### src/inc/dbt_pkg.sv
// Package with constants and types for the dual basic timer.
package dbt_pkg;

    // ==========================================================================
    // Widths and reset values
    // ==========================================================================
    localparam int DBT_NUM_TIMERS = 2;
    localparam int DBT_DIV_W = 8;
    localparam int DBT_CNT_W = 8;
    localparam logic [DBT_DIV_W-1:0] DBT_DIV_RESET = 8'h00;
    localparam logic [DBT_CNT_W-1:0] DBT_CNT_RESET = 8'h00;

    // ==========================================================================
    // Enumerations
    // ==========================================================================
    typedef enum logic [1:0] {
        DBT_SRC_FAST_INTERNAL_OSC = 2'h0,
        DBT_SRC_SLOW_INTERNAL_OSC = 2'h1,
        DBT_SRC_FAST_EXTERNAL_OSC = 2'h2,
        DBT_SRC_PLL = 2'h3
    } dbt_src_t;

    typedef enum logic [1:0] {
        DBT_TRIG_EDGE = 2'h0,
        DBT_TRIG_LEVEL = 2'h1,
        DBT_TRIG_ASYNC_LEVEL_WAKEUP = 2'h2
    } dbt_trig_t;

    typedef enum logic [1:0] {
        DBT_KIND_MASKABLE = 2'h0,
        DBT_KIND_NON_MASKABLE = 2'h1,
        DBT_KIND_POLLING_ONLY = 2'h2
    } dbt_kind_t;

    localparam dbt_src_t DBT_SRC_RESET = DBT_SRC_FAST_INTERNAL_OSC;

endpackage : dbt_pkg

### src/inc/dbt_cfg_if.sv
// Interface carrying one timer's configuration and events.
`timescale 1ns/1ps
interface dbt_cfg_if;
    import dbt_pkg::*;
    logic run_enable;
    dbt_src_t clock_source_select;
    logic [DBT_DIV_W-1:0] divide_factor;
    logic [DBT_CNT_W-1:0] count_value;
    logic terminal_pulse;
    logic [DBT_CNT_W-1:0] count_now;
    modport ctrl (output run_enable, clock_source_select, divide_factor, count_value,
                  input terminal_pulse, count_now);
    modport core (input run_enable, clock_source_select, divide_factor, count_value,
                  output terminal_pulse, count_now);
endinterface : dbt_cfg_if

### src/rtl/dbt_top.sv
// Top of the dual basic timer: configuration, interrupt paths and two cores.
`timescale 1ns/1ps
module dbt_top (
    input wire logic sys_clk,
    input wire logic rst_b,
    input wire logic clk_en,
    input wire logic [3:0] src_tick,
    input wire logic cfg_write,
    input wire logic cfg_select,
    input wire dbt_pkg::dbt_src_t clock_source_select,
    input wire logic [dbt_pkg::DBT_DIV_W-1:0] divide_factor,
    input wire logic [dbt_pkg::DBT_CNT_W-1:0] count_value,
    input wire logic irq_polarity,
    input wire dbt_pkg::dbt_trig_t irq_trigger_select,
    input wire dbt_pkg::dbt_kind_t irq_kind_select,
    input wire logic [1:0] run_enable_set,
    input wire logic [1:0] run_enable_clear,
    input wire logic [1:0] irq_enable_set,
    input wire logic [1:0] irq_enable_clear,
    input wire logic [1:0] status_clear,
    output logic [1:0] run_enabled,
    output logic [1:0] irq_enabled,
    output logic [1:0] irq_status,
    output logic [1:0] irq_maskable,
    output logic [1:0] irq_non_maskable,
    output logic [1:0] wakeup_request,
    output logic [15:0] count_now
);
    import dbt_pkg::*;

    // ==========================================================================
    // Per-timer configuration and interrupt logic
    // ==========================================================================
    for (genvar t = 0; t < DBT_NUM_TIMERS; t++) begin : g_tmr
        dbt_cfg_if cif ();
        logic run_reg;
        logic ien_reg;
        logic stat_reg;
        logic stat_dly_reg;
        logic pol_reg;
        dbt_src_t src_reg;
        dbt_trig_t trig_reg;
        dbt_kind_t kind_reg;
        logic [DBT_DIV_W-1:0] div_reg;
        logic [DBT_CNT_W-1:0] cnt_reg;
        logic [1:0] outs_reg;
        logic wake_reg;

        wire wr_this = cfg_write && (cfg_select == 1'(t));
        // Set wins over clear so that a terminal count is never lost.
        wire stat_next = cif.terminal_pulse || (stat_reg && !status_clear[t]);
        // The line seen by the interrupt controller follows the chosen polarity.
        wire line_level = stat_reg ^ !pol_reg;
        wire line_dly = stat_dly_reg ^ !pol_reg;
        wire edge_event = line_level && !line_dly;
        wire fire = (trig_reg == DBT_TRIG_EDGE) ? edge_event : line_level;
        wire req = fire && ien_reg && (kind_reg != DBT_KIND_POLLING_ONLY);

        assign cif.run_enable = run_reg;
        assign cif.clock_source_select = src_reg;
        assign cif.divide_factor = div_reg;
        assign cif.count_value = cnt_reg;

        always_ff @(posedge sys_clk) begin
            if (!rst_b) begin
                run_reg <= 1'b0;
                ien_reg <= 1'b0;
                stat_reg <= 1'b0;
                stat_dly_reg <= 1'b0;
                pol_reg <= 1'b1;
                src_reg <= DBT_SRC_RESET;
                trig_reg <= DBT_TRIG_EDGE;
                kind_reg <= DBT_KIND_MASKABLE;
                div_reg <= DBT_DIV_RESET;
                cnt_reg <= DBT_CNT_RESET;
                outs_reg <= 2'h0;
                wake_reg <= 1'b0;
            end else if (clk_en) begin
                if (wr_this) begin
                    src_reg <= clock_source_select;
                    div_reg <= divide_factor;
                    cnt_reg <= count_value;
                    pol_reg <= irq_polarity;
                    trig_reg <= irq_trigger_select;
                    kind_reg <= irq_kind_select;
                end
                run_reg <= run_enable_set[t] || (run_reg && !run_enable_clear[t]);
                ien_reg <= irq_enable_set[t] || (ien_reg && !irq_enable_clear[t]);
                stat_reg <= stat_next;
                stat_dly_reg <= stat_reg;
                outs_reg[0] <= req && (kind_reg == DBT_KIND_MASKABLE);
                outs_reg[1] <= req && (kind_reg == DBT_KIND_NON_MASKABLE);
                wake_reg <= req && (trig_reg == DBT_TRIG_ASYNC_LEVEL_WAKEUP);
            end
        end

        assign run_enabled[t] = run_reg;
        assign irq_enabled[t] = ien_reg;
        assign irq_status[t] = stat_reg;
        assign irq_maskable[t] = outs_reg[0];
        assign irq_non_maskable[t] = outs_reg[1];
        assign wakeup_request[t] = wake_reg;
        assign count_now[t*8 +: 8] = cif.count_now;

        dbt_core u_core (
            .sys_clk(sys_clk),
            .rst_b(rst_b),
            .clk_en(clk_en),
            .src_tick(src_tick),
            .cfg(cif.core)
        );
    end

endmodule : dbt_top

### src/rtl/dbt_core.sv
// One timer counting core with source select and divider.
`timescale 1ns/1ps
module dbt_core (
    input wire logic sys_clk,
    input wire logic rst_b,
    input wire logic clk_en,
    input wire logic [3:0] src_tick,
    dbt_cfg_if.core cfg
);
    import dbt_pkg::*;

    // ==========================================================================
    // Source selection and divider
    // ==========================================================================
    logic [DBT_DIV_W-1:0] div_reg;
    logic [DBT_DIV_W-1:0] div_next;
    logic [DBT_CNT_W-1:0] cnt_reg;
    logic [DBT_CNT_W-1:0] cnt_next;
    logic pulse_reg;
    wire sel_tick = src_tick[cfg.clock_source_select];
    // A divide factor of zero passes every source tick through.
    wire div_wrap = sel_tick && (div_reg >= cfg.divide_factor);
    wire base_tick = cfg.run_enable && div_wrap;
    wire cnt_hit = base_tick && (cnt_reg >= cfg.count_value);

    assign div_next = !cfg.run_enable ? DBT_DIV_RESET :
                      !sel_tick ? div_reg :
                      div_wrap ? DBT_DIV_RESET : div_reg + 8'h01;
    assign cnt_next = !cfg.run_enable ? DBT_CNT_RESET :
                      !base_tick ? cnt_reg :
                      cnt_hit ? DBT_CNT_RESET : cnt_reg + 8'h01;
    assign cfg.terminal_pulse = pulse_reg;
    assign cfg.count_now = cnt_reg;

    // ==========================================================================
    // State
    // ==========================================================================
    always_ff @(posedge sys_clk) begin
        if (!rst_b) begin
            div_reg <= DBT_DIV_RESET;
            cnt_reg <= DBT_CNT_RESET;
            pulse_reg <= 1'b0;
        end else if (clk_en) begin
            div_reg <= div_next;
            cnt_reg <= cnt_next;
            pulse_reg <= cnt_hit;
        end
    end

endmodule : dbt_core

### config.mk
export PLATFORM = sky130hd
export DESIGN_NAME = dbt_top
export DESIGN_NICKNAME = d
export VERILOG_FILES = /design/src/inc/dbt_pkg.sv /design/src/inc/dbt_cfg_if.sv /design/src/rtl/dbt_top.sv /design/src/rtl/dbt_core.sv
export SDC_FILE = /design/constraint.sdc
export NUM_CORES = 1
export LEC_CHECK = 0
export BUFFER_PORTS_ARGS = -buffer_cell sky130_fd_sc_hd__buf_2
export CAP_MARGIN = 5
export CORE_MARGIN = 5
export CORE_UTILIZATION = 55
export DETAILED_ROUTE_END_ITERATION = 7
export MAX_ROUTING_LAYER = met4
export PLACE_DENSITY = 0.77
export SETUP_SLACK_MARGIN = 0.3
export SLEW_MARGIN = 10
export SYNTH_ARGS = -nofsm -noshare
export SYNTH_HDL_FRONTEND = slang
export SYNTH_HIERARCHICAL = 1
export SYNTH_SLANG_ARGS = --single-unit
### constraint.sdc
create_clock -name sys_clk -period 5.5 [get_ports sys_clk]
set_input_delay 0.55 -clock sys_clk [delete_from_list [all_inputs] [get_ports sys_clk]]
set_output_delay 0.55 -clock sys_clk [all_outputs]
set_load 0.02 [all_outputs]
# After elaboration in Yosys (flattened, before gate mapping)
# Cells that the tools add are included.
dict set report op_classes {
  add_sub_neg 4
  mux 18
  bitwise_logic 5
  n_eq_ne 10
  reduce_logical 52
  order_cmp 6
}
# operator n
set op_table {}
lappend op_table {{8-bit two-way mux} 12}
lappend op_table {{8-bit by 1-bit adder with 8-bit output (second input constant)} 4}
lappend op_table {{8-bit greater-or-equal comparator} 4}
lappend op_table {{1-bit logical AND} 26}
lappend op_table {{2-bit AND reduction} 6}
lappend op_table {{1-bit zero test} 10}
lappend op_table {{2-bit zero test} 4}
lappend op_table {{2-bit by 1-bit != test with 1-bit output (second input constant)} 4}
lappend op_table {{1-bit logical OR} 6}
lappend op_table {{2-bit by 3-bit < comparator with 1-bit output (second input constant)} 2}
lappend op_table {{1-bit binary-select mux with 2-bit select} 2}
lappend op_table {{2-bit by 1-bit == test with 1-bit output (second input constant)} 2}
lappend op_table {{2-bit == test (second input constant)} 2}
lappend op_table {{1-bit two-way mux} 4}
lappend op_table {{2-bit != test (second input constant)} 2}
lappend op_table {{1-bit XOR} 4}
lappend op_table {{1-bit NOT} 1}
dict set report word_totals {
  elab_cells 125
  reg_bits 94
  output_inout_bits 28
}

# Longest topological paths before layout
# Gate-level depths: netlist of run 1.
dict set report logic_depth {
  word_depth 8
  ltp_mapped 8
  depth_no_buf 8
}

# Cells and area by module
# The synthesis of run 1 kept the hierarchy.
# mod n_inst cells_each area_per_inst_um2 seq_area_each_um2
set by_module_without_submodules {}
lappend by_module_without_submodules {dbt_top 1 282 2436.1 1201.2}
lappend by_module_without_submodules {{dbt_core at g_tmr[1].u_core} 1 154 1278.7 340.3}
lappend by_module_without_submodules {{dbt_core at g_tmr[0].u_core} 1 152 1263.7 340.3}

# Worst setup path before layout of run 1
# Ideal clock, no wire load.
dict set report synth_path {
  kind {reg-to-reg}
  startpoint {register g_tmr[0].div_reg[2]}
  endpoint {register g_tmr[0].u_core.div_reg[4]}
  n_path_buf 0
  synth_period_minus_slack_ns 2.008
  slack_ns 3.492
  path_stages_with_launch 9
  t_arrival_ns 1.925
  cell_sequence {dfxtp_1 inv_1 ha_1 a211oi_1 o21ai_0 a211oi_1 o21ai_0 or3_1 o221ai_1}
}
dict set report synth_via {
  elab_chain_cells 5
}
# element line
set synth_lines {}
lappend synth_lines {{from (decl)} dbt_top.sv:44} ;# logic [DBT_DIV_W-1:0] div_reg;
lappend synth_lines {{from (signal assigned)} dbt_top.sv:81} ;# div_reg <= divide_factor;
lappend synth_lines {{8-bit greater-or-equal comparator} dbt_core.sv:22} ;# wire div_wrap = sel_tick && (div_reg >= cfg.divide_factor);
lappend synth_lines {{1-bit logical AND} dbt_core.sv:22}
lappend synth_lines {{8-bit two-way mux} dbt_core.sv:28} ;# div_wrap ? DBT_DIV_RESET : div_reg + 8'h01;
lappend synth_lines {{8-bit two-way mux} dbt_core.sv:27} ;# !sel_tick ? div_reg :
lappend synth_lines {{8-bit two-way mux} dbt_core.sv:26} ;# assign div_next = !cfg.run_enable ? DBT_DIV_RESET :
lappend synth_lines {{to (signal assigned)} dbt_core.sv:44} ;# div_reg <= div_next;
lappend synth_lines {{to (decl)} dbt_core.sv:15} ;# logic [DBT_DIV_W-1:0] div_reg;
# No other way between the ends. The select of a mux whose other input is x is not followed.
# A chain may end at the register's enable or synchronous reset.

# Final worst setup path of run 1
dict set report layout_path {
  startpoint {register g_tmr[1].u_core.div_reg[5]}
  endpoint {register g_tmr[1].u_core.cnt_reg[5]}
}
dict set report layout_via {
  elab_chain_cells 7
  elab_cells_between_ends 9
}
# element line
set layout_lines {}
lappend layout_lines {{from (decl)} dbt_core.sv:15}
lappend layout_lines {{from (signal assigned)} dbt_core.sv:44}
lappend layout_lines {{8-bit greater-or-equal comparator (*)} dbt_core.sv:22}
lappend layout_lines {{1-bit logical AND (*)} dbt_core.sv:22}
lappend layout_lines {{1-bit logical AND (*)} dbt_core.sv:23} ;# wire base_tick = cfg.run_enable && div_wrap;
lappend layout_lines {{1-bit logical AND} dbt_core.sv:24} ;# wire cnt_hit = base_tick && (cnt_reg >= cfg.count_value);
lappend layout_lines {{8-bit two-way mux} dbt_core.sv:31} ;# cnt_hit ? DBT_CNT_RESET : cnt_reg + 8'h01;
lappend layout_lines {{8-bit two-way mux} dbt_core.sv:30} ;# !base_tick ? cnt_reg :
lappend layout_lines {{8-bit two-way mux} dbt_core.sv:29} ;# assign cnt_next = !cfg.run_enable ? DBT_CNT_RESET :
lappend layout_lines {{to (signal assigned)} dbt_core.sv:45} ;# cnt_reg <= cnt_next;
lappend layout_lines {{to (decl)} dbt_core.sv:17} ;# logic [DBT_CNT_W-1:0] cnt_reg;
# Mark *: on every way between the ends. The rest lies on a longest branch, timed or not. The select of a mux whose other input is x is not followed.

==> key figures, run 1 <==
Status
  – Outcome: complete, no violations

Clock network
  – # Post-CTS Setup Buffers: 0
  – CTS root buffer: clkbuf_8
  – Clock slew at reported path FFs: 0.09 ns
  – Clock sink count: 94
  – Clk_lat worst skew: 0.37 ns
  – CTS tree: done
  – H-tree depth: 3
  – Max Buffers Root-to-Sink: 2
  – Hold Buf Count CTS: 0
  – Resized Gates After CTS: 0
  – TritonCTS Buffers: 9

Critical path
  – Critical path arrival: 2.71 ns
  – Slowest CP cell: a21oi_1
  – Critical Path RT: 5.81 ns
  – Critical path launch point type: flop
  – CP delay by family, top: compound AO/OA/AOI/OAI gates
  – CP bufs+invs: 0
  – WS Path Type: flop to flop
  – Crit-path max cell delay: 0.61 ns
  – CP Max Fanout: 7
  – Crit-path cells: ha_1, a211oi_1, o21ai_0, a21oi_1, o21ai_2, o22ai_1, a31o_2
  – CP endpoint kind: flop

Synthesis
  – Yosys cell types: 52
  – Synthesized area: 0.00498 mm2
  – Area contributors post-synth: dfxtp_1 (38%), nand2_1 (9.3%), ha_1 (9.0%)
  – Leading register cell type out of synthesis: dfxtp_1
  – Area leader, netlist: dfxtp_1
  – Sequential-to-total area share from yosys stat: 37.8%
  – FFs w/ async S/R, synth: 0%
  – Synth Net Count: 666
  – Synthesized area per cell: 8.47 um2
  – Total of warnings raised by yosys: 6
  – Synthesis-stage register bit count: 94
  – Number of flops mapped to enable cells by yosys: 0
  – Top-area cell type share of the netlist area: 37.8%
  – Mapped Cells: 588

Floorplanning
  – Core outline area: 0.00876 mm2
  – Initial Util: 56.8%
  – Die Span Y: 105 um
  – I/O pin total: 70
  – Core Rows: 34
  – Die ar.: 0.0111 mm2
  – Die X: 105 um

Final layout
  – Final Instance Area: 0.00547 mm2
  – Area delta synth->final: 9.83%
  – Final #Nets: 716
  – Commonest non-fill, non-tap cell in the layout: nand2_1
  – Fin util: 62.4%
  – Most frequent cells in the layout: nand2_1 (123), dfxtp_1 (94), buf_2 (69)
  – Final Non-Filler Cells: 751
  – Share of layout cells above drive strength 1: 15.7%
  – ANT cells: 0

STA
  – Final Cycle Share: 43.6%
  – Setup_tns: 0 ns
  – Slew headroom: 43.5%
  – Max Fclk: 417 MHz
  – Clock Skews: 0.00910 ns
  – Hold Fails Final Rpt: 0
  – Setup violators final: 0
  – Unrepaired setup endpoints after global routing: no
  – Worst slew pin tran: 0.845 ns
  – Slew Viols, Final: 0
  – Minimum clock period after layout: 2.40 ns

Worst hold path
  – Hold Path Class: input pin to flop

Place
  – DP Cell Count: 735
  – DP Area: 0.00527 mm2
  – I/O Buffers: 69
  – RD Place Congestion: 0.841
  – Post-DP HPWL: 8070 um

Global route
  – Antenna violations before repair: 0
  – GRT Util Overall: 20.3%
  – Total global routing overflow: 0
  – First-pass GRT wire length: 18300 um
  – Vias in the first global route: 4006
  – Largest net degree at the start of global routing: 83

Route
  – Avg Vias per Cell: 5.43
  – DR iter-0 viols: 185
  – Routed WL: 10900 um
  – DRT Pass-1 Iters: 4
  – # DRC: 0
  – Via total after detailed routing: 4081
  – ANT nets after route: 0
  – DR WL/cell: 14.4 um

Power and ir drop
  – Power density cells: 237 mW/mm2
  – Worst vdd ir: 0.104 mV
  – PnR Total Power: 0.00130 W
  – P_leak: 2.18 nW

Flow run
  – Max-cap violations: 0
path summary, 6_finish.rpt:
kind / from / to / slack (ns) / cells past startpoint
max: g_tmr[1].u_core/div_reg[5]$_SDFFE_PN0P_ / g_tmr[1].u_core/cfg.count_now[5]$_SDFFE_PN0P_ / 3.10 / 7
min: count_value[1] / g_tmr[1].cif.count_value[1]$_SDFFE_PN0P_ / 0.43 / 3
max reg2reg: g_tmr[1].u_core/div_reg[5]$_SDFFE_PN0P_ / g_tmr[1].u_core/cfg.count_now[5]$_SDFFE_PN0P_ / 3.10 / 7
min reg2reg: g_tmr[0].cif.count_value[3]$_SDFFE_PN0P_ / g_tmr[0].cif.count_value[3]$_SDFFE_PN0P_ / 0.45 / 2
power breakdown:
| part | internal (W) | switching (W) |
|---|---|---|
| registers | 0.000694 | 0.0000115 |
| logic | 0.0000520 | 0.0000757 |
| clock network | 0.000223 | 0.000241 |
per-stage QoR:
| stage | setup slack (ns) | hold WS [ns] |
|---|---|---|
| after floorplan | 3.49 | 0.435 |
| after CTS | 3.12 | 0.408 |
| final | 3.10 | 0.428 |
| after global routing | 2.87 | 0.418 |
| after global placement | 3.21 | 0.443 |
| after detailed placement | 3.12 | 0.445 |
worst reg2reg max path, delay by kind of cell, from the launching register on:
kind	cells	cell delay (ns)
AOI/OAI and AO/OA	6	1.62
DFF	1	0.45
adders and majority gates	1	0.29
synth_stat cells, types with 4 or more instances:
| cell type | instances |
|---|---|
| nand2_1 | 123 |
| dfxtp_1 | 94 |
| inv_1 | 44 |
| a21boi_1 | 40 |
| ha_1 | 36 |
| nor2_1 | 24 |
| nand3_1 | 18 |
| o21ai_0 | 16 |
| buf_4 | 15 |
| nor2b_1 | 12 |
| xnor2_1 | 12 |
| a21boi_0 | 11 |
| xor2_1 | 10 |
| nand4_1 | 9 |
| nor3_1 | 9 |
| a211oi_1 | 8 |
| mux2i_1 | 8 |
| buf_2 | 7 |
| a21o_1 | 6 |
| a22oi_1 | 6 |
| and3_1 | 6 |
| clkbuf_1 | 6 |
| nand3b_1 | 6 |
| or3_1 | 6 |
| a21oi_1 | 4 |
| nor3b_1 | 4 |
| o2111ai_1 | 4 |
final cells by class:
cell class,count,area [um2]
fillers,759,3300
multi-input cells,419,2740
flip-flops and latches,94,1880
repair buffers,70,353
inverters,44,165
clock buffers,11,141
well taps,108,135
clock inverters,5,56.3
logic make-up after synthesis:
logic type	Yosys count	synth area share [%]
AND/OR/NAND/NOR	236	22.8
AO/OA/AOI/OAI	115	17.0
flip-flops	94	37.8
buffers and inverters	75	7.26
adder cells (fa/ha/maj)	36	9.05
XOR/XNOR	22	3.87
multiplexers	10	2.21
metal layers:
metal	vias up	global-route usage [%]	part of all wire (%)
met3	16	4.50	4.0
met2	69	33.2	49
met1	1892	24.6	45
li1	2104	-	-
met4	0	7.03	1.8
met5	-	-	0
Power figures use the tool's default switching activity.
==> inputs of run 2 (changes only) <==
==> constraint.sdc (replaced) <==
create_clock -name sys_clk -period 2.5 [get_ports sys_clk]
set_input_delay 0.25 -clock sys_clk [delete_from_list [all_inputs] [get_ports sys_clk]]
set_output_delay 0.25 -clock sys_clk [all_outputs]
set_load 0.02 [all_outputs]
==> key figures, run 2 (synthesis gave the netlist of run 1 again) <==
Clock network
  – Clock slew at reported path FFs: 0.09 ns (about the same)
  – CTS tree: done
  – Max Buffers Root-to-Sink: 2 (unchanged)
  – Hold Buf Count CTS: 0 (unchanged)
  – Clk_lat worst skew: 0.37 ns (about the same)
  – CTS root buffer: clkbuf_8
  – TritonCTS Buffers: 9 (unchanged)
  – H-tree depth: 3 (unchanged)
  – Clock sink count: 94 (unchanged)

Global route
  – Vias in the first global route: 4058 (+1.3%)
  – GRT Util Overall: 20.9% (+0.62 points)
  – Antenna violations before repair: 0 (unchanged)
  – Total global routing overflow: 0 (unchanged)
  – First-pass GRT wire length: 18600 um (+1.8%)
  – Largest net degree at the start of global routing: 43 (-48%)

Final layout
  – Most frequent cells in the layout: nand2_1 (123), dfxtp_1 (89), buf_2 (69)
  – Final #Nets: 723 (+0.98%)
  – Share of layout cells above drive strength 1: 19.1% (+3.4 points)
  – Area delta synth->final: 12.7%
  – ANT cells: 0 (unchanged)
  – Final Instance Area: 0.00561 mm2 (+2.6%)
  – Commonest non-fill, non-tap cell in the layout: nand2_1

STA
  – Setup violators final: 0 (unchanged)
  – Minimum clock period after layout: 2.11 ns (-0.286 ns)
  – Clock Skews: 0.0121 ns (+0.00297 ns)
  – Setup_tns: 0 ns (unchanged)
  – Hold Fails Final Rpt: 0 (unchanged)
  – Max Fclk: 474 MHz (+14%)
  – Slew headroom: 43.8% (+0.29 points)
  – Unrepaired setup endpoints after global routing: no
  – Worst slew pin tran: 0.840 ns (-0.00435 ns)
  – Final Cycle Share: 84.5% (+41 points)
  – Setup ws final: 0.388 ns (-2.71 ns)
  – Slew Viols, Final: 0 (unchanged)

Critical path
  – R2R Setup Slk: 0.39 ns (-2.71 ns)
  – WS Path Type: flop to flop
  – Crit. Startpoint: g_tmr[0].u_core/cfg.count_now[0]$_SDFFE_PN0P_
  – CP endpoint kind: flop
  – CP Max Fanout: 5 (-2)
  – Critical path launch point type: flop
  – Crit path capture: g_tmr[0].u_core/cfg.count_now[5]$_SDFFE_PN0P_
  – Critical path arrival: 2.43 ns (-0.28 ns)
  – R2R cell count: 8 (+1)
  – Worst r2r src: g_tmr[0].u_core/cfg.count_now[0]$_SDFFE_PN0P_
  – Critical Path RT: 2.82 ns (-2.99 ns)
  – FF-to-FF End: g_tmr[0].u_core/cfg.count_now[5]$_SDFFE_PN0P_

Power and ir drop
  – P_leak: 2.24 nW (+2.7%)
  – Sequential power share: 51.8% (-2.6 points)
  – Psw: 0.000747 W (+130%)
  – PnR Total Power: 0.00300 W (+130%)
  – Worst vdd ir: 0.352 mV (+240%)
  – Sw Ratio: 24.9% (-0.42 points)
  – Power density cells: 535 mW/mm2 (+130%)
  – Gate power share: 10.5% (+0.7 points)
  – Internal power component: 0.00226 W (+130%)
  – Power share of the clock group: 37.7% (+1.9 points)

Floorplanning
  – Die X: 105 um (unchanged)
  – Die Span Y: 105 um (unchanged)
  – Core outline area: 0.00876 mm2 (unchanged)
  – Initial Util: 56.8% (unchanged)
  – Die ar.: 0.0111 mm2 (unchanged)
  – I/O pin total: 70 (unchanged)
  – Core Rows: 34 (unchanged)

Route
  – Routed WL: 11000 um (+1.2%)
  – Via total after detailed routing: 4106 (+0.61%)
  – ANT nets after route: 0 (unchanged)
  – # DRC: 0 (unchanged)
  – DR iter-0 viols: 217 (+17%)
  – DR WL/cell: 14.5 um (+0.27%)
  – Avg Vias per Cell: 5.42 (-0.32%)
  – DRT Pass-1 Iters: 4 (unchanged)

Place
  – DP Area: 0.00531 mm2 (+0.71%)
  – Post-Place Worst Slack: 0.207 ns (-2.92 ns)
  – Post-DP HPWL: 8210 um (+1.8%)
  – I/O Buffers: 69 (unchanged)
  – RD Place Congestion: 0.858 (+2.0%)

Worst hold path
  – Hold Path Class: input pin to flop

Flow run
  – Max-cap violations: 0 (unchanged)

Status
  – Outcome: complete, no violations
-- run 2: changes by cell type in the layout (fill, tap and decap cells not counted), sizes merged --
cell / before / now
inv: 45 / 44
clkinv: 2 / 3
buf: 70 / 77
bufinv: 1 / 2
clkinvlp: 1 / 0
-- run 2: cell type report --
class	instances	area (um2)
tap	108	135
clock inverter	5	82.6
fill	771	3150
timing repair buffer	77	405
multi-input combinational	419	2790
sequential	94	1890
inverter	44	165
clock buffer	11	141
-- run 2: power groups by stage --
stage                     clock network [W]  logic [W]  registers [W]
after detailed placement                  0   0.000290        0.00159
after floorplan                           0   0.000207        0.00158
after CTS                           0.00116   0.000296        0.00155
final                               0.00113   0.000315        0.00155
after global routing                0.00122   0.000350        0.00156
after global placement                    0   0.000281        0.00159
-- run 2: metal layers --
layer | share of wire [%] | global-route usage, % | up-vias
met5 | 0 | - | -
met4 | 1.6 | 7.31 | 0
met3 | 3.2 | 4.87 | 15
met2 | 49 | 33.7 | 46
met1 | 46 | 25.6 | 1928
li1 | - | - | 2117
-- run 2: timing repair --
| item | 4_1_cts | 5_1_grt |
|---|---|---|
| setup buffers | 0 | 2 |
| pin swaps | 0 | 2 |
| resized for setup | 3 | 17 |
| setup endpoints to repair | 8 | 19 |
-- run 2: worst min-delay path by stage --
stage | from | depth (start not counted) | to | slack (ns)
finish | divide_factor[5] | 3 | g_tmr[0].cif.divide_factor[5]$_SDFFE_PN0P_ | 0.12
global route | count_value[0] | 3 | g_tmr[0].cif.count_value[0]$_SDFFE_PN0P_ | 0.12
CTS | clock_source_select[1] | 3 | g_tmr[1].cif.clock_source_select[1]$_SDFFE_PN0P_ | 0.11
detailed placement | g_tmr[0].cif.count_value[4]$_SDFFE_PN0P_ | 2 | g_tmr[0].cif.count_value[4]$_SDFFE_PN0P_ | 0.44
global placement | g_tmr[1].cif.count_value[6]$_SDFFE_PN0P_ | 2 | g_tmr[1].cif.count_value[6]$_SDFFE_PN0P_ | 0.44
floorplan | rst_b | 1 | g_tmr[1].u_core/div_reg[1]$_SDFFE_PN0P_ | 0.37
-- run 2: worst max-delay path: stages (launching register included) --
cell and delay [ns]:
dfxtp_2 0.38, inv_1 0.08, ha_1 0.28, nor3b_1 0.22, o21ai_0 0.17, a221oi_2 0.37, nor3_2 0.11, o31ai_1 0.28
a22o_1 0.17
-- run 2: metrics by stage --
step	hold WS, ns	utilization, %	instances
2_1_floorplan	0.372	-	588
3_3_place_gp	0.442	60.6	740
3_5_place_dp	0.445	60.6	740
4_1_cts	0.106	63.3	756
5_1_grt	0.117	64.0	758
6_report	0.122	64.0	758
